**config.mk**
```make
export PLATFORM = sky130hd
export DESIGN_NAME = pdtr_regs
export DESIGN_NICKNAME = d
export VERILOG_FILES = /design/src/pdtr_pkg.sv /design/src/pdtr_corr_adj.sv /design/src/pdtr_regs.sv
export SDC_FILE = /design/constraint.sdc
export NUM_CORES = 1
export LEC_CHECK = 0
export ABC_AREA = 1
export BUFFER_PORTS_ARGS = -buffer_cell sky130_fd_sc_hd__buf_2
export CAP_MARGIN = 20
export CORE_ASPECT_RATIO = 1.25
export CORE_MARGIN = 2
export CORE_UTILIZATION = 25
export DETAILED_ROUTE_END_ITERATION = 10
export GPL_ROUTABILITY_DRIVEN = 1
export MAX_ROUTING_LAYER = met4
export PLACE_DENSITY = 0.49
export SLEW_MARGIN = 20
export SYNTH_ARGS = -nofsm -noshare
export SYNTH_HDL_FRONTEND = slang
export SYNTH_SLANG_ARGS = --single-unit
```
**constraint.sdc**
```tcl
create_clock -name i_clk -period 4.3 [get_ports i_clk]
set_input_delay 0.86 -clock i_clk [delete_from_list [all_inputs] [get_ports i_clk]]
set_output_delay 0.86 -clock i_clk [all_outputs]
set_load 0.01 [all_outputs]
```
**src/pdtr_pkg.sv**
```systemverilog
package pdtr_pkg;

   // ------------------------------------------------------------
   // Bus geometry
   // ------------------------------------------------------------
   localparam int          ADDR_W      = 13;
   localparam int          IDX_W       = 11;
   localparam logic [1:0]  RESP_OKAY   = 2'h0;
   localparam logic [1:0]  RESP_SLVERR = 2'h2;

   // ------------------------------------------------------------
   // Register indices (byte address is four times the index)
   // ------------------------------------------------------------
   localparam logic [IDX_W-1:0] IDX_ASYM     = 11'h644;
   localparam logic [IDX_W-1:0] IDX_LINK     = 11'h646;
   localparam logic [IDX_W-1:0] IDX_DREQ_LO  = 11'h648;
   localparam logic [IDX_W-1:0] IDX_DREQ_HI  = 11'h64A;
   localparam logic [IDX_W-1:0] IDX_SYNC_LO  = 11'h64C;
   localparam logic [IDX_W-1:0] IDX_SYNC_HI  = 11'h64E;
   localparam logic [IDX_W-1:0] IDX_PRSP_LO  = 11'h650;
   localparam logic [IDX_W-1:0] IDX_PRSP_HI  = 11'h652;
   localparam logic [IDX_W-1:0] IDX_RX_LAT   = 11'h660;
   localparam logic [IDX_W-1:0] IDX_TX_LAT   = 11'h662;
   localparam logic [IDX_W-1:0] IDX_WIN_LO   = 11'h644;
   localparam logic [IDX_W-1:0] IDX_WIN_HI   = 11'h663;

   // ------------------------------------------------------------
   // Field positions and reset values
   // ------------------------------------------------------------
   localparam int          ASYM_SIGN_BIT = 15;
   localparam int          ASYM_MAG_W    = 15;
   localparam int          CORR_FRAC_W   = 16;
   localparam int          HI_SEC_LSB    = 14;
   localparam int          HI_NS_W       = 14;
   localparam logic [15:0] ASYM_RST      = 16'h0000;
   localparam logic [15:0] LINK_RST      = 16'h0000;
   localparam logic [15:0] STAMP_RST     = 16'h0000;
   localparam logic [15:0] RX_LAT_RST    = 16'h019F;
   localparam logic [15:0] TX_LAT_RST    = 16'h002D;

   // ------------------------------------------------------------
   // Types
   // ------------------------------------------------------------
   typedef enum logic [2:0] {
      MSG_SYNC, MSG_DELAY_REQ, MSG_PDELAY_REQ, MSG_PDELAY_RESP, MSG_OTHER
   } pdtr_msg_t;

   typedef enum logic [3:0] {
      SEL_ASYM, SEL_LINK, SEL_DREQ_LO, SEL_DREQ_HI, SEL_SYNC_LO, SEL_SYNC_HI,
      SEL_PRSP_LO, SEL_PRSP_HI, SEL_RX_LAT, SEL_TX_LAT, SEL_RSVD, SEL_NONE
   } pdtr_sel_t;

   typedef struct packed {
      logic        valid;
      pdtr_msg_t   kind;
      logic [1:0]  sec;
      logic [29:0] ns;
   } pdtr_stamp_t;

   typedef struct packed {
      logic        valid;
      logic        ingress;
      pdtr_msg_t   kind;
      logic [63:0] field;
   } pdtr_corr_req_t;

   typedef struct packed {
      logic        valid;
      logic [63:0] field;
   } pdtr_corr_rsp_t;

endpackage

```
**src/pdtr_corr_adj.sv**
```systemverilog
`timescale 1ns/10ps
module pdtr_corr_adj (
   input  wire logic                     i_clk,
   input  wire logic                     i_rst_b,
   input  wire logic [15:0]              i_asym,
   input  wire pdtr_pkg::pdtr_corr_req_t i_req,
   output pdtr_pkg::pdtr_corr_rsp_t      o_rsp
);
   import pdtr_pkg::*;

   // ------------------------------------------------------------
   // Signed asymmetry scaled to correction-field units
   // ------------------------------------------------------------
   logic [63:0] mag_scaled;
   logic [63:0] asym_scaled;
   logic        do_add;
   logic        do_sub;

   // Sign bit turns the 15-bit magnitude negative
   always_comb begin
      mag_scaled  = {33'h0_0000_0000, i_asym[ASYM_MAG_W-1:0], 16'h0000};
      asym_scaled = i_asym[ASYM_SIGN_BIT] ? (64'h0 - mag_scaled) : mag_scaled; // [RULE1]
   end

   // Ingress Sync/Pdelay_Resp add, egress Delay_Req/Pdelay_Req subtract
   always_comb begin
      do_add = i_req.ingress && (i_req.kind == MSG_SYNC || i_req.kind == MSG_PDELAY_RESP);
      do_sub = !i_req.ingress &&
               (i_req.kind == MSG_DELAY_REQ || i_req.kind == MSG_PDELAY_REQ);
   end

   // Registered result, one cycle after the request
   always_ff @(posedge i_clk or negedge i_rst_b) begin
      if (!i_rst_b) begin
         o_rsp <= '0;
      end else begin
         o_rsp.valid <= i_req.valid;
         if (do_add) begin
            o_rsp.field <= i_req.field + asym_scaled;                   // [RULE2]
         end else if (do_sub) begin
            o_rsp.field <= i_req.field - asym_scaled;                   // [RULE3]
         end else begin
            o_rsp.field <= i_req.field;
         end
      end
   end

   // ------------------------------------------------------------
   // Checks
   // ------------------------------------------------------------
   property p_ingress_add;
      @(posedge i_clk) disable iff (!i_rst_b)
      (i_req.valid && i_req.ingress && i_req.kind == MSG_SYNC && !i_asym[15])
      |=> o_rsp.valid &&
          (o_rsp.field == $past(i_req.field) + {33'h0, $past(i_asym[14:0]), 16'h0});
   endproperty
   a_ingress_add: assert property (p_ingress_add) // [RULE2]
      else $error("ingress asymmetry not added");

   property p_egress_sub;
      @(posedge i_clk) disable iff (!i_rst_b)
      (i_req.valid && !i_req.ingress && i_req.kind == MSG_PDELAY_REQ && i_asym[15])
      |=> (o_rsp.field == $past(i_req.field) + {33'h0, $past(i_asym[14:0]), 16'h0});
   endproperty
   a_egress_sub: assert property (p_egress_sub) // [RULE3]
      else $error("negative asymmetry not subtracted on egress");

   property p_sign_neg;
      @(posedge i_clk) disable iff (!i_rst_b)
      (i_req.valid && i_req.ingress && i_req.kind == MSG_PDELAY_RESP && i_asym[15])
      |=> (o_rsp.field == $past(i_req.field) - {33'h0, $past(i_asym[14:0]), 16'h0});
   endproperty
   a_sign_neg: assert property (p_sign_neg) // [RULE1]
      else $error("sign bit not honoured");

endmodule

```
**src/pdtr_regs.sv**
```systemverilog
// Operation
// [RULE1] Asymmetry bit 15 is sign of magnitude
// [RULE2] Add asymmetry on ingress Sync, Pdelay_Resp
// [RULE3] Subtract asymmetry on egress Delay_Req, Pdelay_Req
// [RULE4] Link delay is writable, resets to zero
// [RULE5] Delay request egress nanoseconds low word
// [RULE6] Delay request high word: seconds, upper ns
// [RULE7] Sync egress nanoseconds low word
// [RULE8] Sync high word: seconds, upper ns
// [RULE9] Pdelay_Resp egress nanoseconds low word
// [RULE10] Pdelay_Resp high word: seconds, upper ns
// [RULE11] Port 2 receive latency, default 415 ns
// [RULE12] Port 2 transmit latency, default 45 ns
// [RULE13] Reserved offsets read zero, ignore writes
// [RULE14] Capture updates both words together, overwriting
//
// Added by the designer: the AXI4-Lite interface to the registers.
`timescale 1ns/10ps
module pdtr_regs (
   input  wire logic                         i_clk,
   input  wire logic                         i_rst_b,
   // AXI4-Lite write address
   input  wire logic                         i_awvalid,
   output logic                              o_awready,
   input  wire logic [pdtr_pkg::ADDR_W-1:0]  i_awaddr,
   // AXI4-Lite write data
   input  wire logic                         i_wvalid,
   output logic                              o_wready,
   input  wire logic [31:0]                  i_wdata,
   input  wire logic [3:0]                   i_wstrb,
   // AXI4-Lite write response
   output logic                              o_bvalid,
   input  wire logic                         i_bready,
   output logic [1:0]                        o_bresp,
   // AXI4-Lite read address
   input  wire logic                         i_arvalid,
   output logic                              o_arready,
   input  wire logic [pdtr_pkg::ADDR_W-1:0]  i_araddr,
   // AXI4-Lite read data
   output logic                              o_rvalid,
   input  wire logic                         i_rready,
   output logic [31:0]                       o_rdata,
   output logic [1:0]                        o_rresp,
   // Port 1 egress time stamp capture
   input  wire pdtr_pkg::pdtr_stamp_t        i_stamp,
   // Correction field path
   input  wire pdtr_pkg::pdtr_corr_req_t     i_corr_req,
   output pdtr_pkg::pdtr_corr_rsp_t          o_corr_rsp,
   // Configured delays to the time stamp logic
   output logic [15:0]                       o_link_delay,
   output logic [15:0]                       o_p2_rx_latency,
   output logic [15:0]                       o_p2_tx_latency
);
   import pdtr_pkg::*;

   // ------------------------------------------------------------
   // Helper functions
   // ------------------------------------------------------------

   // Map a byte address onto a register selector
   function automatic pdtr_sel_t decode(input logic [ADDR_W-1:0] addr);
      logic [IDX_W-1:0] idx;
      idx = addr[ADDR_W-1:2];
      if (idx == IDX_ASYM) begin
         decode = SEL_ASYM;
      end else if (idx == IDX_LINK) begin
         decode = SEL_LINK;
      end else if (idx == IDX_DREQ_LO) begin
         decode = SEL_DREQ_LO;
      end else if (idx == IDX_DREQ_HI) begin
         decode = SEL_DREQ_HI;
      end else if (idx == IDX_SYNC_LO) begin
         decode = SEL_SYNC_LO;
      end else if (idx == IDX_SYNC_HI) begin
         decode = SEL_SYNC_HI;
      end else if (idx == IDX_PRSP_LO) begin
         decode = SEL_PRSP_LO;
      end else if (idx == IDX_PRSP_HI) begin
         decode = SEL_PRSP_HI;
      end else if (idx == IDX_RX_LAT) begin
         decode = SEL_RX_LAT;
      end else if (idx == IDX_TX_LAT) begin
         decode = SEL_TX_LAT;
      end else if (idx >= IDX_WIN_LO && idx <= IDX_WIN_HI) begin
         decode = SEL_RSVD;
      end else begin
         decode = SEL_NONE;
      end
   endfunction

   // Merge write data into a 16-bit register under byte strobes
   function automatic logic [15:0] merge(input logic [15:0] old,
                                         input logic [31:0] data,
                                         input logic [3:0]  strb);
      merge[7:0]  = strb[0] ? data[7:0]  : old[7:0];
      merge[15:8] = strb[1] ? data[15:8] : old[15:8];
   endfunction

   // Time stamp slot used by each message kind
   function automatic logic [1:0] slot_of(input pdtr_msg_t kind);
      case (kind)
         MSG_DELAY_REQ, MSG_PDELAY_REQ: slot_of = 2'd0;
         MSG_SYNC:                      slot_of = 2'd1;
         MSG_PDELAY_RESP:               slot_of = 2'd2;
         default:                       slot_of = 2'd3;
      endcase
   endfunction

   // ------------------------------------------------------------
   // Register state
   // ------------------------------------------------------------
   logic [15:0]  asym_q;
   logic [15:0]  link_q;
   logic [15:0]  rx_lat_q;
   logic [15:0]  tx_lat_q;
   logic [15:0]  stamp_lo_q [3];
   logic [15:0]  stamp_hi_q [3];
   logic [ADDR_W-1:0] awaddr_q;
   logic [31:0]  wdata_q;
   logic [3:0]   wstrb_q;
   logic         wr_go;
   pdtr_sel_t    wr_sel;
   pdtr_sel_t    rd_sel;
   logic [1:0]   cap_slot;
   logic [31:0]  rd_word;

   // ------------------------------------------------------------
   // AXI4-Lite write channel
   // ------------------------------------------------------------

   // Address and data are taken independently, commit once both are held
   assign wr_go  = !o_awready && !o_wready && !o_bvalid;
   assign wr_sel = decode(awaddr_q);

   // Write address capture
   always_ff @(posedge i_clk or negedge i_rst_b) begin
      if (!i_rst_b) begin
         o_awready <= 1'b1;
         awaddr_q  <= '0;
      end else if (o_awready && i_awvalid) begin
         o_awready <= 1'b0;
         awaddr_q  <= i_awaddr;
      end else if (wr_go) begin
         o_awready <= 1'b1;
      end
   end

   // Write data capture
   always_ff @(posedge i_clk or negedge i_rst_b) begin
      if (!i_rst_b) begin
         o_wready <= 1'b1;
         wdata_q  <= '0;
         wstrb_q  <= '0;
      end else if (o_wready && i_wvalid) begin
         o_wready <= 1'b0;
         wdata_q  <= i_wdata;
         wstrb_q  <= i_wstrb;
      end else if (wr_go) begin
         o_wready <= 1'b1;
      end
   end

   // Write response, unmapped addresses answer SLVERR
   always_ff @(posedge i_clk or negedge i_rst_b) begin
      if (!i_rst_b) begin
         o_bvalid <= 1'b0;
         o_bresp  <= RESP_OKAY;
      end else if (wr_go) begin
         o_bvalid <= 1'b1;
         o_bresp  <= (wr_sel == SEL_NONE) ? RESP_SLVERR : RESP_OKAY;
      end else if (i_bready) begin
         o_bvalid <= 1'b0;
      end
   end

   // ------------------------------------------------------------
   // Configuration registers
   // ------------------------------------------------------------

   // Software-owned values; reserved words fall through untouched
   always_ff @(posedge i_clk or negedge i_rst_b) begin
      if (!i_rst_b) begin
         asym_q   <= ASYM_RST;
         link_q   <= LINK_RST;                                         // [RULE4]
         rx_lat_q <= RX_LAT_RST;                                       // [RULE11]
         tx_lat_q <= TX_LAT_RST;                                       // [RULE12]
      end else if (wr_go) begin
         if (wr_sel == SEL_ASYM) begin
            asym_q <= merge(asym_q, wdata_q, wstrb_q);
         end else if (wr_sel == SEL_LINK) begin
            link_q <= merge(link_q, wdata_q, wstrb_q);                 // [RULE4]
         end else if (wr_sel == SEL_RX_LAT) begin
            rx_lat_q <= merge(rx_lat_q, wdata_q, wstrb_q);             // [RULE11]
         end else if (wr_sel == SEL_TX_LAT) begin
            tx_lat_q <= merge(tx_lat_q, wdata_q, wstrb_q);             // [RULE12]
         end
      end
   end

   // Delay values handed to the time stamp logic
   always_ff @(posedge i_clk or negedge i_rst_b) begin
      if (!i_rst_b) begin
         o_link_delay    <= LINK_RST;
         o_p2_rx_latency <= RX_LAT_RST;
         o_p2_tx_latency <= TX_LAT_RST;
      end else begin
         o_link_delay    <= link_q;
         o_p2_rx_latency <= rx_lat_q;                                  // [RULE11]
         o_p2_tx_latency <= tx_lat_q;                                  // [RULE12]
      end
   end

   // ------------------------------------------------------------
   // Egress time stamp capture
   // ------------------------------------------------------------
   assign cap_slot = slot_of(i_stamp.kind);

   // Hardware capture wins over a software write in the same cycle
   always_ff @(posedge i_clk or negedge i_rst_b) begin
      if (!i_rst_b) begin
         for (int s = 0; s < 3; s++) begin
            stamp_lo_q[s] <= STAMP_RST;
            stamp_hi_q[s] <= STAMP_RST;
         end
      end else begin
         for (int s = 0; s < 3; s++) begin
            if (i_stamp.valid && cap_slot == s[1:0]) begin
               stamp_lo_q[s] <= i_stamp.ns[15:0];                      // [RULE5] [RULE7] [RULE9]
               stamp_hi_q[s] <= {i_stamp.sec, i_stamp.ns[29:16]};     // [RULE6] [RULE8] [RULE10] [RULE14]
            end else if (wr_go && wr_sel == pdtr_sel_t'(SEL_DREQ_LO + 2 * s)) begin
               stamp_lo_q[s] <= merge(stamp_lo_q[s], wdata_q, wstrb_q);
            end else if (wr_go && wr_sel == pdtr_sel_t'(SEL_DREQ_HI + 2 * s)) begin
               stamp_hi_q[s] <= merge(stamp_hi_q[s], wdata_q, wstrb_q);
            end
         end
      end
   end

   // ------------------------------------------------------------
   // AXI4-Lite read channel
   // ------------------------------------------------------------
   assign rd_sel = decode(i_araddr);

   // Read multiplexer; reserved and unmapped words read zero
   always_comb begin
      rd_word = 32'h0000_0000;
      case (rd_sel)
         SEL_ASYM:    rd_word[15:0] = asym_q;
         SEL_LINK:    rd_word[15:0] = link_q;
         SEL_DREQ_LO: rd_word[15:0] = stamp_lo_q[0];
         SEL_DREQ_HI: rd_word[15:0] = stamp_hi_q[0];
         SEL_SYNC_LO: rd_word[15:0] = stamp_lo_q[1];
         SEL_SYNC_HI: rd_word[15:0] = stamp_hi_q[1];
         SEL_PRSP_LO: rd_word[15:0] = stamp_lo_q[2];
         SEL_PRSP_HI: rd_word[15:0] = stamp_hi_q[2];
         SEL_RX_LAT:  rd_word[15:0] = rx_lat_q;
         SEL_TX_LAT:  rd_word[15:0] = tx_lat_q;
         default:     rd_word = 32'h0000_0000;                         // [RULE13]
      endcase
   end

   // One read in flight; data registered one cycle after the address
   always_ff @(posedge i_clk or negedge i_rst_b) begin
      if (!i_rst_b) begin
         o_arready <= 1'b1;
         o_rvalid  <= 1'b0;
         o_rdata   <= 32'h0000_0000;
         o_rresp   <= RESP_OKAY;
      end else if (o_arready && i_arvalid) begin
         o_arready <= 1'b0;
         o_rvalid  <= 1'b1;
         o_rdata   <= rd_word;
         o_rresp   <= (rd_sel == SEL_NONE) ? RESP_SLVERR : RESP_OKAY;
      end else if (o_rvalid && i_rready) begin
         o_rvalid  <= 1'b0;
         o_arready <= 1'b1;
      end
   end

   // ------------------------------------------------------------
   // Correction field adjustment
   // ------------------------------------------------------------
   pdtr_corr_adj u_corr_adj (
      .i_clk   (i_clk),
      .i_rst_b (i_rst_b),
      .i_asym  (asym_q),
      .i_req   (i_corr_req),
      .o_rsp   (o_corr_rsp)
   );

   // ------------------------------------------------------------
   // Checks
   // ------------------------------------------------------------
   property p_link_write;
      @(posedge i_clk) disable iff (!i_rst_b)
      (wr_go && wr_sel == SEL_LINK && wstrb_q[1:0] == 2'b11)
      |=> ##1 (o_link_delay == $past(wdata_q[15:0], 2));
   endproperty
   a_link_write: assert property (p_link_write) // [RULE4]
      else $error("link delay write not reflected");

   property p_dreq_cap;
      @(posedge i_clk) disable iff (!i_rst_b)
      (i_stamp.valid && i_stamp.kind == MSG_DELAY_REQ)
      |=> (stamp_lo_q[0] == $past(i_stamp.ns[15:0]));
   endproperty
   a_dreq_cap: assert property (p_dreq_cap) // [RULE5]
      else $error("delay request low word not captured");

   property p_pdreq_hi;
      @(posedge i_clk) disable iff (!i_rst_b)
      (i_stamp.valid && i_stamp.kind == MSG_PDELAY_REQ)
      |=> (stamp_hi_q[0][15:14] == $past(i_stamp.sec))
          && (stamp_hi_q[0][13:0] == $past(i_stamp.ns[29:16]));
   endproperty
   a_pdreq_hi: assert property (p_pdreq_hi) // [RULE6]
      else $error("delay request high word wrong");

   property p_sync_cap;
      @(posedge i_clk) disable iff (!i_rst_b)
      (i_stamp.valid && i_stamp.kind == MSG_SYNC)
      |=> (stamp_lo_q[1] == $past(i_stamp.ns[15:0]))
          && (stamp_hi_q[1] == {$past(i_stamp.sec), $past(i_stamp.ns[29:16])});
   endproperty
   a_sync_cap: assert property (p_sync_cap) // [RULE7] [RULE8]
      else $error("sync time stamp not captured");

   property p_prsp_cap;
      @(posedge i_clk) disable iff (!i_rst_b)
      (i_stamp.valid && i_stamp.kind == MSG_PDELAY_RESP)
      |=> (stamp_lo_q[2] == $past(i_stamp.ns[15:0]))
          && (stamp_hi_q[2] == {$past(i_stamp.sec), $past(i_stamp.ns[29:16])});
   endproperty
   a_prsp_cap: assert property (p_prsp_cap) // [RULE9] [RULE10]
      else $error("pdelay response time stamp not captured");

   property p_rx_lat_hold;
      @(posedge i_clk) disable iff (!i_rst_b)
      !(wr_go && wr_sel == SEL_RX_LAT) |=> ##1 $stable(o_p2_rx_latency);
   endproperty
   a_rx_lat_hold: assert property (p_rx_lat_hold) // [RULE11]
      else $error("receive latency changed without a write");

   property p_tx_lat_hold;
      @(posedge i_clk) disable iff (!i_rst_b)
      !(wr_go && wr_sel == SEL_TX_LAT) |=> ##1 $stable(o_p2_tx_latency);
   endproperty
   a_tx_lat_hold: assert property (p_tx_lat_hold) // [RULE12]
      else $error("transmit latency changed without a write");

   property p_rsvd_read;
      @(posedge i_clk) disable iff (!i_rst_b)
      (o_arready && i_arvalid && rd_sel == SEL_RSVD)
      |=> o_rvalid && (o_rdata == 32'h0000_0000) && (o_rresp == RESP_OKAY);
   endproperty
   a_rsvd_read: assert property (p_rsvd_read) // [RULE13]
      else $error("reserved word did not read zero");

   property p_cap_wins;
      @(posedge i_clk) disable iff (!i_rst_b)
      (i_stamp.valid && i_stamp.kind == MSG_SYNC && wr_go && wr_sel == SEL_SYNC_LO)
      |=> (stamp_lo_q[1] == $past(i_stamp.ns[15:0]));
   endproperty
   a_cap_wins: assert property (p_cap_wins) // [RULE14]
      else $error("software write beat hardware capture");

endmodule

```
=== Yosys cells after proc, flatten, opt, wreduce, memory -nomap -nowiden ===
Cells that the tools add are included.

* Bits in latches: 0
* Logic and storage cells: 219
* Memories: 0
* Flip-flop bits (word level): 329
* Memory bits (writable): 0
* Output and inout bits: 154
* Memory bits (read-only): 0

* Reduce and logical (&&, ||, !) cells: 67
* Order comparisons: 4
* Shifts and indexed selects: 0
* Equality and inequality tests: 51
* Bitwise gates (word level): 3
* Muxes and demuxes: 55
* Div/mod/pow operators: 0
* Add/subtract/negate cells: 3
* Multiply operators: 0

{| class="wikitable"
|+ Operator list
! kind !! count
|-
| 16-bit 2-to-1 mux || 15
|-
| 11-bit == test (second input constant) || 20
|-
| 64-bit 2-to-1 mux || 3
|-
| 16-bit one-hot mux with 10 select lines || 1
|-
| 64-bit adder || 1
|-
| 4-bit 2-to-1 mux || 16
|-
| 64-bit subtractor || 1
|-
| 4-bit by 3-bit == test with 1-bit output (second input constant) || 8
|-
| 2-bit nonzero test || 16
|-
| 1-bit by 31-bit subtractor with 32-bit output (first input constant) || 1
|-
| 4-bit == test (second input constant) || 6
|-
| 3-bit AND reduction || 8
|-
| 11-bit >= comparator (second input constant) || 2
|-
| 11-bit less-or-equal comparator (second input constant) || 2
|-
| 1-bit logical AND || 19
|-
| 4-bit by 2-bit == test with 1-bit output (second input constant) || 4
|-
| 8-bit 2-to-1 mux || 2
|-
| 3-bit by 2-bit == test with 1-bit output (second input constant) || 4
|-
| 2-bit 2-to-1 mux || 6
|-
| 2-bit AND reduction || 6
|-
| 6-bit AND reduction || 2
|-
| 1-bit 2-to-1 mux || 11
|-
| 5-bit AND reduction || 2
|-
| 4-bit by 1-bit == test with 1-bit output (second input constant) || 2
|-
| 13 further kinds || 25
|}

=== Depth between registers and ports, before layout ===
Gate-level depths: netlist of the first run.

* Word-level depth: 18
* Depth in mapped cells: 27
* Mapped depth without buffers: 26

=== By module ===
Synthesis of the first run repeated with hierarchy kept, for this count alone.

* Cell total of the unflattened synthesis: 3651
* Area, all modules: 23827.9 µm²

{| class="wikitable"
|+ By module, submodules not included
! module !! times used !! cells an instance !! sequential area each (µm²) !! area an instance (µm²)
|-
| pdtr_regs || 1 || 1558 || 6537.5 || 12548.3
|-
| pdtr_corr_adj || 1 || 2093 || 1626.6 || 11279.6
|}

=== Worst setup path after synthesis of the first run ===
OpenSTA, ideal clock, no wires.

* Path type: reg-to-reg
* Start point: register asym_q[4]
* End point: register u_corr_adj.o_rsp[50] (netlist bit)
* Clock period less this slack: 3454 ps
* Library setup time: 117 ps
* Stages on the path, launching flop included: 18
* Arrival time: 3337 ps
* Buffers on the path: 0
* Setup slack: 846 ps
* Cell sequence: dfrtp_1 -> nor2_1 -> nand2_1 -> nor2_1 -> nand3b_1 -> nand2_1 -> inv_1 -> ha_1 -> a21oi_1 -> inv_1 -> nand2_1 -> nand2_1 -> a21oi_1 -> nor2_1 -> nor2_1 -> nand4_1 -> nand3_1 -> nand2_1

* Word-level cells in the longest chain between the ends: 5

{| class="wikitable"
|+ RTL lines
! element !! RTL line !! RTL
|-
| start, declared || pdtr_regs.sv:112 || <nowiki>logic [15:0] asym_q;</nowiki>
|-
| start signal, assigned || pdtr_regs.sv:189 || <nowiki>asym_q <= merge(asym_q, wdata_q, wstrb_q);</nowiki>
|-
| 1-bit by 31-bit subtractor with 32-bit output || pdtr_corr_adj.sv:22 || <nowiki>asym_scaled = i_asym[ASYM_SIGN_BIT] ? (64'h0 - mag_scaled) : mag_scaled;</nowiki>
|-
| 64-bit 2-to-1 mux * || pdtr_corr_adj.sv:22 ||
|-
| 64-bit subtractor || pdtr_corr_adj.sv:41 || <nowiki>o_rsp.field <= i_req.field - asym_scaled;</nowiki>
|-
| 64-bit 2-to-1 mux || pdtr_corr_adj.sv:40 || <nowiki>end else if (do_sub) begin</nowiki>
|-
| 64-bit 2-to-1 mux * || pdtr_corr_adj.sv:38 || <nowiki>if (do_add) begin</nowiki>
|-
| end, declared || pdtr_corr_adj.sv:7 || <nowiki>output pdtr_pkg::pdtr_corr_rsp_t o_rsp</nowiki>
|}

Every way passes the cells marked *; elsewhere a longest branch is shown, timed or not.
A chain may end at the register's enable or synchronous reset.

=== Worst setup path after layout of the first run ===
* Start point: register asym_q[0]
* End point: register u_corr_adj.o_rsp[62] (netlist bit)

The elaborated chain is that of the path after synthesis.

==> results.json, run 1 <==
{
  "grt_pass1_wl_um": 146000,
  "max_cap_viol_count": 0,
  "antenna_left": 0,
  "grt_use_total": 0.212,
  "clkTransAtPathRegs_ps": 60,
  "synth.distinct_cells": 55,
  "timing.fmax_ghz": 0.254,
  "crit_type": "reg2reg",
  "antenna_found_initial": 12,
  "postLayoutCellArea_um2": 27400,
  "setup_viol": 0,
  "postCtsHoldBufs": 0,
  "holdCritPathClass": "in2async",
  "vias": 23300,
  "pwr_density_cell_nw_per_um2": 385,
  "syn_inst": 3517,
  "r2r_cells": 20,
  "worstSkewPairLatency_ps": 600,
  "seq_area_frac_synth": 0.351,
  "hpwl_um": 82300,
  "nets": 4038,
  "drtIter0Drc": 1604,
  "drc": 0,
  "cts.path.max_buffers": 3,
  "syn_to_final_growth_pct": 17.7,
  "wirelength_um": 100000,
  "synth-edff-count": 0,
  "hold_violations": 0,
  "ff_latch_area_um2": 8160,
  "ioPinCount": 328,
  "fp-row-count": 125,
  "min_period_ps": 3940,
  "status": "completed",
  "critPathSlowestCell": "ha_1",
  "numCtsBuffers": 41,
  "fin_skew_ps": 50.1,
  "fp.dieW_um": 277,
  "grt_max_degree": 101,
  "fin_tns_setup_ps": 0,
  "ys_seq_elements": 325,
  "io_buffers": 287,
  "worstMarginPinSlew_ps": 958,
  "dpl_cell_area_um2": 25800,
  "overflow": 0,
  "synth_flop_cell": "dfrtp_1",
  "r2r_end": "u_corr_adj.o_rsp[62]",
  "root_buffer": "clkbuf_16",
  "die_area_um2": 95500,
  "period_share": 0.916,
  "drt_pass1_iterations": 6,
  "die_h_um": 345,
  "p_leak_uw": 0.0143,
  "end_kind": "register",
  "grt_pass1_vias": 22700,
  "fin_util": 0.295,
  "post_cts_buffers": 0,
  "max-vdd-ir-drop_mv": 0.315,
  "relSlewSlack": 0.359,
  "reg2reg_setup_slack_ps": 360,
  "crit_path_max_incr_delay_ps": 450,
  "wl_per_cell_um": 19.9,
  "finalPower_uw": 10500,
  "crit_chain": "inv_1 -> buf_4 -> nand3_1 -> nand2_1 -> o21a_1 -> o21ai_0 -> nor2_1 -> a31oi_1 -> xor2_1 -> inv_1 -> ha_1 -> nand2_1 -> nor2_1 -> nand2_1 -> o21ai_1 -> nand2_1 -> nand3_1 -> nand2_1 -> nand3_1 -> nand2_1",
  "grt_setup_unrepaired": "no",
  "critPathArrivalTime_ps": 4410,
  "ctsHtreeMaxLevel": 2,
  "critPathMostFrequentCell": "nand2_1",
  "cp.required_ps": 4770,
  "coreArea_um2": 92600,
  "drive_above_1_share": 0.131,
  "viasPerCell": 4.64,
  "routabilityCongestion": 0.989,
  "cts_sinks": 325,
  "synth_warnings": 0,
  "async_flop_share": 1.00,
  "netlist_area_um2": 23200,
  "cp_max_fo": 7,
  "r2r-start": "asym_q[0]",
  "fillers": 10400,
  "multiInputGateArea_um2": 12100,
  "cp-start-kind": "register",
  "drv_slew": 0,
  "synth_area_per_cell_um2": 6.61,
  "start_util": 0.251,
  "cts-resized-gates": 0,
  "cts_tree": "built"
}
==> synthesized netlist by cell type, types with 2 or more instances <==
| library cell | count | area share |
|---|---|---|
| o21bai_1 | 18 | 0.0058 |
| o21a_1 | 2 | 0.00065 |
| o211ai_1 | 3 | 0.00097 |
| o21ai_0 | 314 | 0.068 |
| inv_1 | 580 | 0.094 |
| nand3_2 | 4 | 0.0017 |
| nor3_2 | 2 | 0.00086 |
| o21ai_2 | 5 | 0.0019 |
| nand3_1 | 192 | 0.041 |
| dfstp_2 | 25 | 0.028 |
| mux2_2 | 6 | 0.0029 |
| nand4_1 | 60 | 0.016 |
| or2_0 | 2 | 0.00054 |
| ha_1 | 95 | 0.051 |
| clkbuf_1 | 48 | 0.0077 |
| or2_4 | 2 | 0.00075 |
| a21boi_0 | 2 | 0.00065 |
| o21ai_1 | 49 | 0.011 |
| inv_2 | 7 | 0.0011 |
| nor2_4 | 3 | 0.0015 |
| nor3_1 | 26 | 0.0056 |
| nor3_4 | 3 | 0.0021 |
| nand3b_1 | 4 | 0.0013 |
| nor4_4 | 2 | 0.0018 |
| buf_6 | 17 | 0.0082 |
| nor2_1 | 369 | 0.060 |
| a21oi_1 | 250 | 0.054 |
| nor2_2 | 7 | 0.0019 |
| xor2_1 | 34 | 0.013 |
| and3_1 | 2 | 0.00054 |
| nand2_2 | 12 | 0.0032 |
| buf_2 | 42 | 0.0090 |
| dfrtp_1 | 300 | 0.32 |
| o22ai_1 | 50 | 0.013 |
| nor4_1 | 8 | 0.0022 |
| clkbuf_2 | 13 | 0.0028 |
| buf_4 | 24 | 0.0077 |
| nand2_1 | 915 | 0.15 |
| o311ai_0 | 2 | 0.00075 |
| or2_2 | 3 | 0.00081 |
==> where the power goes <==
| group | leakage, µW | switching [µW] | total (µW) | internal [µW] |
|---|---|---|---|---|
| sequential | 0.00391 | 336 | 4080 | 3750 |
| combinational | 0.00970 | 1820 | 2650 | 828 |
| clock | 0.000722 | 1520 | 3800 | 2280 |
==> worst max-delay path: cells and delay by family (launching register included) <==
family	cells	cell delay, ps
buffers and inverters	3	300
flip-flops	1	400
AO/OA/AOI/OAI	4	880
AND/OR/NAND/NOR	11	1470
adder cells (fa/ha/maj)	1	450
XOR/XNOR	1	340
==> cells in the final DEF, fill, tap and decap left out, types with 60 or more instances in the layout <==
master,count
ha_1,95
nor2_1,369
o21ai_0,314
nand3_1,192
nand2_1,915
nand4_1,60
dfrtp_1,300
inv_1,579
buf_2,286
a21oi_1,250
==> registers in the layout, summed over array words and instances, names as in the netlist, 2 cells and up <==
signal,flops
tx_lat_q,16
link_q,16
o_rdata,16
wstrb_q,2
u_corr_adj.o_rsp,65
stamp_hi_q,48
asym_q,16
o_p2_rx_latency,16
o_link_delay,16
wdata_q,16
awaddr_q,11
stamp_lo_q,48
o_p2_tx_latency,16
rx_lat_q,16
==> area by class of cell <==
| type | count | share of cell area |
|---|---|---|
| Clock buffer | 53 | 0.0421 |
| Tap cell | 1206 | 0.0552 |
| Clock inverter | 23 | 0.0121 |
| Antenna cell | 9 | 0.000823 |
| Sequential cell | 325 | 0.298 |
| Multi-Input combinational cell | 2477 | 0.443 |
| Timing Repair Buffer | 335 | 0.0674 |
| Inverter | 588 | 0.0807 |
==> stage by stage <==
step                      setup slack (ps)  instances  hold WS [ps]
final                                  361       5016           334
after detailed placement               274       4931           367
after global placement                 284       4931           370
after floorplan                        846       3534           361
after CTS                              243       5007           318
after global routing                  41.7       5014           323
==> kinds of logic after synthesis <==
logic type,synth area share
and+or+nand+nor,0.292
buffers and inverters,0.131
AOI/OAI and AO/OA,0.159
DFF,0.351
adders and majority gates,0.0520
xor gates and xnor gates,0.0128
muxes,0.00291
other,0.000161
==> routing by layer <==
| layer | wire length, µm | vias up | track usage |
|---|---|---|---|
| met5 | 0 | - | - |
| met1 | 40000 | 10800 | 0.240 |
| met2 | 49900 | 683 | 0.374 |
| li1 | - | 11700 | - |
| met4 | 5020 | 0 | 0.0967 |
| met3 | 5110 | 189 | 0.0284 |
==> worst max-delay path by stage <==
stage	from	endpoint	slack [ps]	depth (start not counted)
6_report	asym_q[0]	u_corr_adj.o_rsp[62]	360	20
5_1_grt	asym_q[0]	u_corr_adj.o_rsp[46]	40	20
4_1_cts	asym_q[0]	u_corr_adj.o_rsp[55]	240	22
3_5_place_dp	asym_q[0]	u_corr_adj.o_rsp[55]	270	22
3_3_place_gp	asym_q[0]	u_corr_adj.o_rsp[55]	280	22
2_1_floorplan	asym_q[4]	u_corr_adj.o_rsp[50]	850	17
Note: power is estimated with default switching activity, not from simulation.
==> run 2: changes to the inputs <==
--- a/config.mk
+++ b/config.mk
@@ -18,4 +18,5 @@
 export SLEW_MARGIN = 20
 export SYNTH_ARGS = -nofsm -noshare
 export SYNTH_HDL_FRONTEND = slang
+export SYNTH_HIERARCHICAL = 1
 export SYNTH_SLANG_ARGS = --single-unit
==> run 2 against run 1 <==
Against the previous run:
- clock skew barely moved
- critical path depth rose by 5
- core utilization barely moved
- critical path type unchanged
- largest power group unchanged
- synthesized cell count rose by 3.8%
==> results.json, run 2 <==
{
  "relSlewSlack": 0.301,
  "ioPinCount": 328,
  "antenna_left": 0,
  "antenna_found_initial": 8,
  "pwr_density_cell_nw_per_um2": 379,
  "fin_util": 0.295,
  "switching_share": 0.360,
  "drc": 0,
  "power_frac_seq": 0.395,
  "max-vdd-ir-drop_mv": 0.302,
  "cp-start-kind": "register",
  "postCtsHoldBufs": 0,
  "fin_skew_ps": 50.2,
  "grt_pass1_vias": 23500,
  "crit_path_start": "asym_q[0]",
  "ctsHtreeMaxLevel": 2,
  "synth.area.top_cells": "dfrtp_1 (32%), nand2_1 (18%), inv_1 (8.2%), nand3_1 (7.3%), ha_1 (5.1%)",
  "critPathTopFamily": "simple AND/OR/NAND/NOR gates",
  "routabilityCongestion": 0.977,
  "power.internal_uw": 6760,
  "min_period_ps": 3900,
  "p_comb_frac": 0.248,
  "crit_end": "u_corr_adj/o_rsp[54]",
  "crit_path_max_incr_delay_ps": 430,
  "r2r_cells": 25,
  "top_register": "u_corr_adj/o_rsp",
  "final_common_cell": "nand2_1",
  "fp-row-count": 126,
  "cts.path.max_buffers": 3,
  "cp.buffers_inverters": 6,
  "end_kind": "register",
  "fin_tns_setup_ps": 0,
  "drtIter0Drc": 1504,
  "synth-edff-count": 0,
  "wl_per_cell_um": 19.5,
  "nets": 4154,
  "worstMarginPinSlew_ps": 1050,
  "grt_setup_unrepaired": "no",
  "cp.required_ps": 4770,
  "mostFrequentLayoutCells": "nand2_1 (1,170), inv_1 (520), nand3_1 (349), dfrtp_1 (300), buf_2 (286)",
  "drt_pass1_iterations": 7,
  "synth_area_per_cell_um2": 6.53,
  "critPathArrivalTime_ps": 4370,
  "hold_violations": 0,
  "largest_register_ffs": 65,
  "ys_seq_elements": 325,
  "clkTransAtPathRegs_ps": 60,
  "critPathMostFrequentCell": "nand2_1",
  "status": "completed",
  "root_buffer": "clkbuf_16",
  "async_flop_share": 1.00,
  "setup_viol": 0,
  "viasPerCell": 4.68,
  "seq_area_frac_synth": 0.343,
  "max_cap_viol_count": 0,
  "start_util": 0.252,
  "syn_to_final_growth_pct": 17.0,
  "postLayoutCellArea_um2": 27900,
  "ff_latch_area_um2": 8160,
  "p_leak_uw": 0.0150,
  "grt_max_degree": 145,
  "coreArea_um2": 94400,
  "grt_pass1_wl_um": 148000,
  "dpl_cell_area_um2": 26400,
  "r2r-start": "asym_q[0]",
  "switching_power_uw": 3810,
  "period_share": 0.906,
  "drive_above_1_share": 0.137,
  "synth_warnings": 6,
  "synth_flop_cell": "dfrtp_1",
  "wirelength_um": 100000,
  "multiInputGateArea_um2": 12900,
  "cts_tree": "built",
  "r2r_end": "u_corr_adj/o_rsp[54]",
  "crit_type": "reg2reg",
  "synth_top_area_frac": 0.315,
  "synth.most_common_cell": "nand2_1",
  "path_depth": 25,
  "vias": 24000,
  "numCtsBuffers": 40,
  "die_area_um2": 97800,
  "syn_inst": 3651,
  "cp_max_fo": 5,
  "synth.distinct_cells": 50,
  "pwr-share-clk": 0.357,
  "synth_commonest_cells": "nand2_1 (1,170), inv_1 (520), nand3_1 (349)",
  "reg2reg_setup_slack_ps": 400,
  "timing.fmax_ghz": 0.257,
  "hpwl_um": 81200,
  "overflow": 0,
  "holdCritPathClass": "in2async",
  "worstSkewPairLatency_ps": 600,
  "netlist_area_um2": 23800,
  "grt_use_total": 0.208,
  "critPathSlowestCell": "dfrtp_1",
  "cts_sinks": 325,
  "reg.largest.list": "u_corr_adj/o_rsp: 65 flops, stamp_hi_q: 48 flops, stamp_lo_q: 48 flops",
  "fillers": 10700,
  "die_h_um": 349,
  "io_buffers": 287,
  "drv_slew": 0,
  "fp.dieW_um": 280,
  "synth.largest_area_cell": "dfrtp_1"
}
[run 2: worst min path at each step]
stage | endpoint | cells after the start | startpoint
after floorplan | o_p2_rx_latency[0] | 0 | rx_lat_q[0]
after global placement | o_p2_rx_latency[7] | 0 | rx_lat_q[7]
after detailed placement | o_p2_rx_latency[0] | 0 | rx_lat_q[0]
after CTS | u_corr_adj/o_rsp[54] | 1 | i_rst_b
after global routing | u_corr_adj/o_rsp[54] | 1 | i_rst_b
final | u_corr_adj/o_rsp[54] | 1 | i_rst_b
[run 2: power groups by stage]
stage / registers [µW] / logic, µW / clock network (µW)
2_1_floorplan: 4150 / 1710 / 0
3_3_place_gp: 4220 / 2610 / 0
3_5_place_dp: 4230 / 2640 / 0
4_1_cts: 4180 / 2650 / 3900
5_1_grt: 4260 / 2980 / 4020
6_report: 4180 / 2620 / 3770
[run 2: routing by layer]
metal	global-route usage	vias up	routed length (µm)
li1	-	12000	-
met1	0.231	11100	39400
met2	0.373	691	51500
met3	0.0267	167	4850
met4	0.0847	0	4480
met5	-	-	0
[run 2: cell families (layout without fill, tap and decap cells)]
logic type | count (synthesis) | after routing | synth area share
buf+inv | 700 | 946 | 0.122
fa+ha+maj | 98 | 98 | 0.0518
other cells | 1 | 23 | 0.000157
xor+xnor | 38 | 38 | 0.0140
simple gates | 2029 | 2029 | 0.365
mux | 3 | 3 | 0.00142
flops | 325 | 325 | 0.343
compound gates | 457 | 457 | 0.103
[run 2: metrics by stage]
step / hold slack (ps) / total power (µW) / std cells / worst slack (ps)
detailed placement: 369 / 6860 / 5056 / 157
global placement: 371 / 6830 / 5056 / 227
CTS: 232 / 10700 / 5130 / 128
global route: 262 / 11300 / 5135 / 93.3
floorplan: 361 / 5860 / 3668 / 858
finish: 237 / 10600 / 5135 / 405
[run 2: area by class of cell]
cell class              count  share of cell area
well taps                1216              0.0546
repair buffers            328              0.0656
clock buffers              54              0.0406
clock inverters            20              0.0113
flip-flops and latches    325               0.293
multi-input cells        2643               0.462
diodes                      5            0.000449
inverters                 544              0.0732
[run 2: timing repair]
item                       in CTS  in global routing
resized for setup               0                  6
setup buffers                   0                  0
setup endpoints to repair       0                 21
==> run 3: changes to the inputs <==
--- a/config.mk
+++ b/config.mk
@@ -5,16 +5,15 @@
 export SDC_FILE = /design/constraint.sdc
 export NUM_CORES = 1
 export LEC_CHECK = 0
-export ABC_AREA = 1
 export BUFFER_PORTS_ARGS = -buffer_cell sky130_fd_sc_hd__buf_2
 export CAP_MARGIN = 20
 export CORE_ASPECT_RATIO = 1.25
 export CORE_MARGIN = 2
-export CORE_UTILIZATION = 25
+export CORE_UTILIZATION = 56
 export DETAILED_ROUTE_END_ITERATION = 10
 export GPL_ROUTABILITY_DRIVEN = 1
 export MAX_ROUTING_LAYER = met4
-export PLACE_DENSITY = 0.49
+export PLACE_DENSITY = 0.87
 export SLEW_MARGIN = 20
 export SYNTH_ARGS = -nofsm -noshare
 export SYNTH_HDL_FRONTEND = slang
==> run 3 against run 2 <==
Against the previous run:
- the run now ends with setup timing left
- maximum frequency is 22% lower
- clock skew is 29 ps lower
- sequential cell count stayed put
- via count is 14% lower
- register-to-register slack worse by 1100 ps
- critical path depth is 9 lower
- count of clock-buffer cells in the layout is 7 lower
- clock power is 18% lower
- first-iteration DRC count is 63% higher
- largest cell class unchanged
==> results.json, run 3 <==
{
  "status": "complete, but fails checks",
  "violations": "setup timing",
  "wl_per_cell_um": 22.6,
  "setup_viol": 28,
  "fin_skew_ps": 21.2,
  "fin_ws_ps": -717,
  "max-vdd-ir-drop_mv": 0.516,
  "synth-edff-count": 0,
  "mostFrequentLayoutCells": "dfrtp_1 (300), buf_4 (293), buf_2 (286), nor2_1 (187), a21oi_1 (151)",
  "crit_path_max_incr_delay_ps": 540,
  "holdCritPathClass": "in2async",
  "netlist_area_um2": 19900,
  "placedCellCount": 3010,
  "dp_slack_ps": -696,
  "grt_pass1_vias": 20300,
  "cts_sinks": 325,
  "drc": 0,
  "end_kind": "register",
  "coreArea_um2": 35300,
  "cp.buffers_inverters": 1,
  "synth_warnings": 6,
  "wirelength_um": 70600,
  "vias": 20600,
  "cp_max_fo": 6,
  "largest_register_ffs": 65,
  "finalNonFillerCells": 3128,
  "synth.most_common_cell": "dfrtp_1",
  "die_h_um": 215,
  "die_area_um2": 37100,
  "syn_to_final_growth_pct": 33.0,
  "clkTransAtPathRegs_ps": 70,
  "cts.path.max_buffers": 3,
  "synth_flop_cell": "dfrtp_1",
  "dpl_cell_area_um2": 23500,
  "seq_area_frac_synth": 0.410,
  "grt_use_total": 0.371,
  "cp-start-kind": "register",
  "antenna_left": 0,
  "period_share": 1.17,
  "relSlewSlack": 0.234,
  "reg2reg_setup_slack_ps": -720,
  "finalPower_uw": 9560,
  "ioPinCount": 328,
  "critPathSlowestCell": "or4_4",
  "reg.largest.list": "u_corr_adj/o_rsp: 65 flops, stamp_hi_q: 48 flops, stamp_lo_q: 48 flops",
  "fp.dieW_um": 173,
  "grt_max_degree": 108,
  "async_flop_share": 1.00,
  "numCtsBuffers": 35,
  "drtIter0Drc": 2451,
  "critPathArrivalTime_ps": 5480,
  "cp.required_ps": 4760,
  "final_common_cell": "dfrtp_1",
  "ys_seq_elements": 325,
  "synth.distinct_cells": 92,
  "grt_pass1_wl_um": 107000,
  "postCtsHoldBufs": 0,
  "routabilityCongestion": 0.985,
  "synth.largest_area_cell": "dfrtp_1",
  "critPathTopFamily": "compound AO/OA/AOI/OAI gates",
  "crit_type": "reg2reg",
  "viasPerCell": 6.57,
  "root_buffer": "clkbuf_16",
  "io_buffers": 287,
  "overflow": 0,
  "hpwl_um": 48200,
  "grt_setup_unrepaired": "yes",
  "ctsHtreeMaxLevel": 2,
  "fin_util": 0.751,
  "nets": 2898,
  "postLayoutCellArea_um2": 26500,
  "syn_inst": 2149,
  "drt_pass1_iterations": 6,
  "p_leak_uw": 0.0118,
  "timing.fmax_ghz": 0.199,
  "synth_top_area_frac": 0.377,
  "fp-row-count": 77,
  "synth.area.top_cells": "dfrtp_1 (38%), ha_1 (6.1%), mux2_2 (5.1%), a21oi_1 (4.8%), o21ai_0 (3.7%)",
  "worstSkewPairLatency_ps": 550,
  "antenna_found_initial": 3,
  "worstMarginPinSlew_ps": 1140,
  "pwr_density_cell_nw_per_um2": 361,
  "drv_slew": 0,
  "synth_commonest_cells": "dfrtp_1 (300), nor2_1 (194), a21oi_1 (190)",
  "drive_above_1_share": 0.391,
  "top_register": "u_corr_adj/o_rsp",
  "min_period_ps": 5020,
  "crit_chain": "or4_4 -> or3_4 -> or3_4 -> buf_4 -> o31a_1 -> xor2_2 -> ha_4 -> nor4_1 -> o31ai_1 -> a211o_4 -> a211o_4 -> a31oi_4 -> a21oi_4 -> a2111oi_4 -> a21oi_2 -> nor3_1",
  "synth_area_per_cell_um2": 9.27,
  "hold_violations": 0,
  "start_util": 0.565,
  "max_cap_viol_count": 0,
  "cts_tree": "built"
}
## run 3: changes by cell type after synthesis, sizes merged, moves of 35 or more
cell and delta:
inv -472, o22ai +47, a22oi +35, nand2 -1112, o21ai -139, a21oi +65, nor2 -111, mux2 +90
nand4 -43, clkbuf +90, nand3 -269, a31oi +87, buf -53
## run 3: metrics by stage
stage / hold WS (ps) / setup TNS, ps
2_1_floorplan: 358 / -10240
3_3_place_gp: 365 / -9620
3_5_place_dp: 366 / -11080
4_1_cts: 357 / -5530
5_1_grt: 377 / -13050
6_report: 343 / -9290
## run 3: layout make-up
type / instances / area (µm²)
flip-flops and latches: 325 / 8160
diodes: 3 / 7.51
repair buffers: 616 / 4140
inverters: 70 / 269
well taps: 474 / 593
clock buffers: 47 / 971
fillers: 2426 / 8760
multi-input cells: 1578 / 12200
clock inverters: 15 / 189
## run 3: final timing paths
| path | start | endpoint | cells after the start |
|---|---|---|---|
| hold reg to reg | tx_lat_q[3] | o_p2_tx_latency[3] | 0 |
| setup / recovery | asym_q[6] | u_corr_adj/o_rsp[61] | 16 |
| min in group i_clk | tx_lat_q[3] | o_p2_tx_latency[3] | 0 |
| hold / removal | i_rst_b | u_corr_adj/o_rsp[41] | 1 |
| setup reg to reg | asym_q[6] | u_corr_adj/o_rsp[61] | 16 |
| max in group asynchronous | i_rst_b | o_p2_rx_latency[1] | 2 |
## run 3: cell families after synthesis
group / count (synthesis) / share of synthesized area
AO/OA/AOI/OAI: 719 / 0.232
AND/OR/NAND/NOR: 585 / 0.148
flip-flops: 325 / 0.410
buffers and inverters: 263 / 0.0544
multiplexers: 136 / 0.0842
adder cells (fa/ha/maj): 98 / 0.0619
XOR/XNOR: 22 / 0.00967
other: 1 / 0.000188
## run 3: routing by layer
metal,vias up,global-route usage,share of wire
li1,8942,-,-
met1,9856,0.428,0.35
met2,1405,0.630,0.50
met3,352,0.0577,0.092
met4,0,0.184,0.056
met5,-,-,0
## run 3: repair_timing
action	4_1_cts	5_1_grt
buffers inserted	34	22
gates resized for setup	132	134
endpoints found under the setup margin	28	33
pin swaps	61	84
## run 3: report_power, final
part           leakage (µW)  total, µW  switching (µW)  internal, µW
logic               0.00730       2290            1340           951
clock network      0.000564       3090            1310          1780
registers           0.00391       4170             666          3510
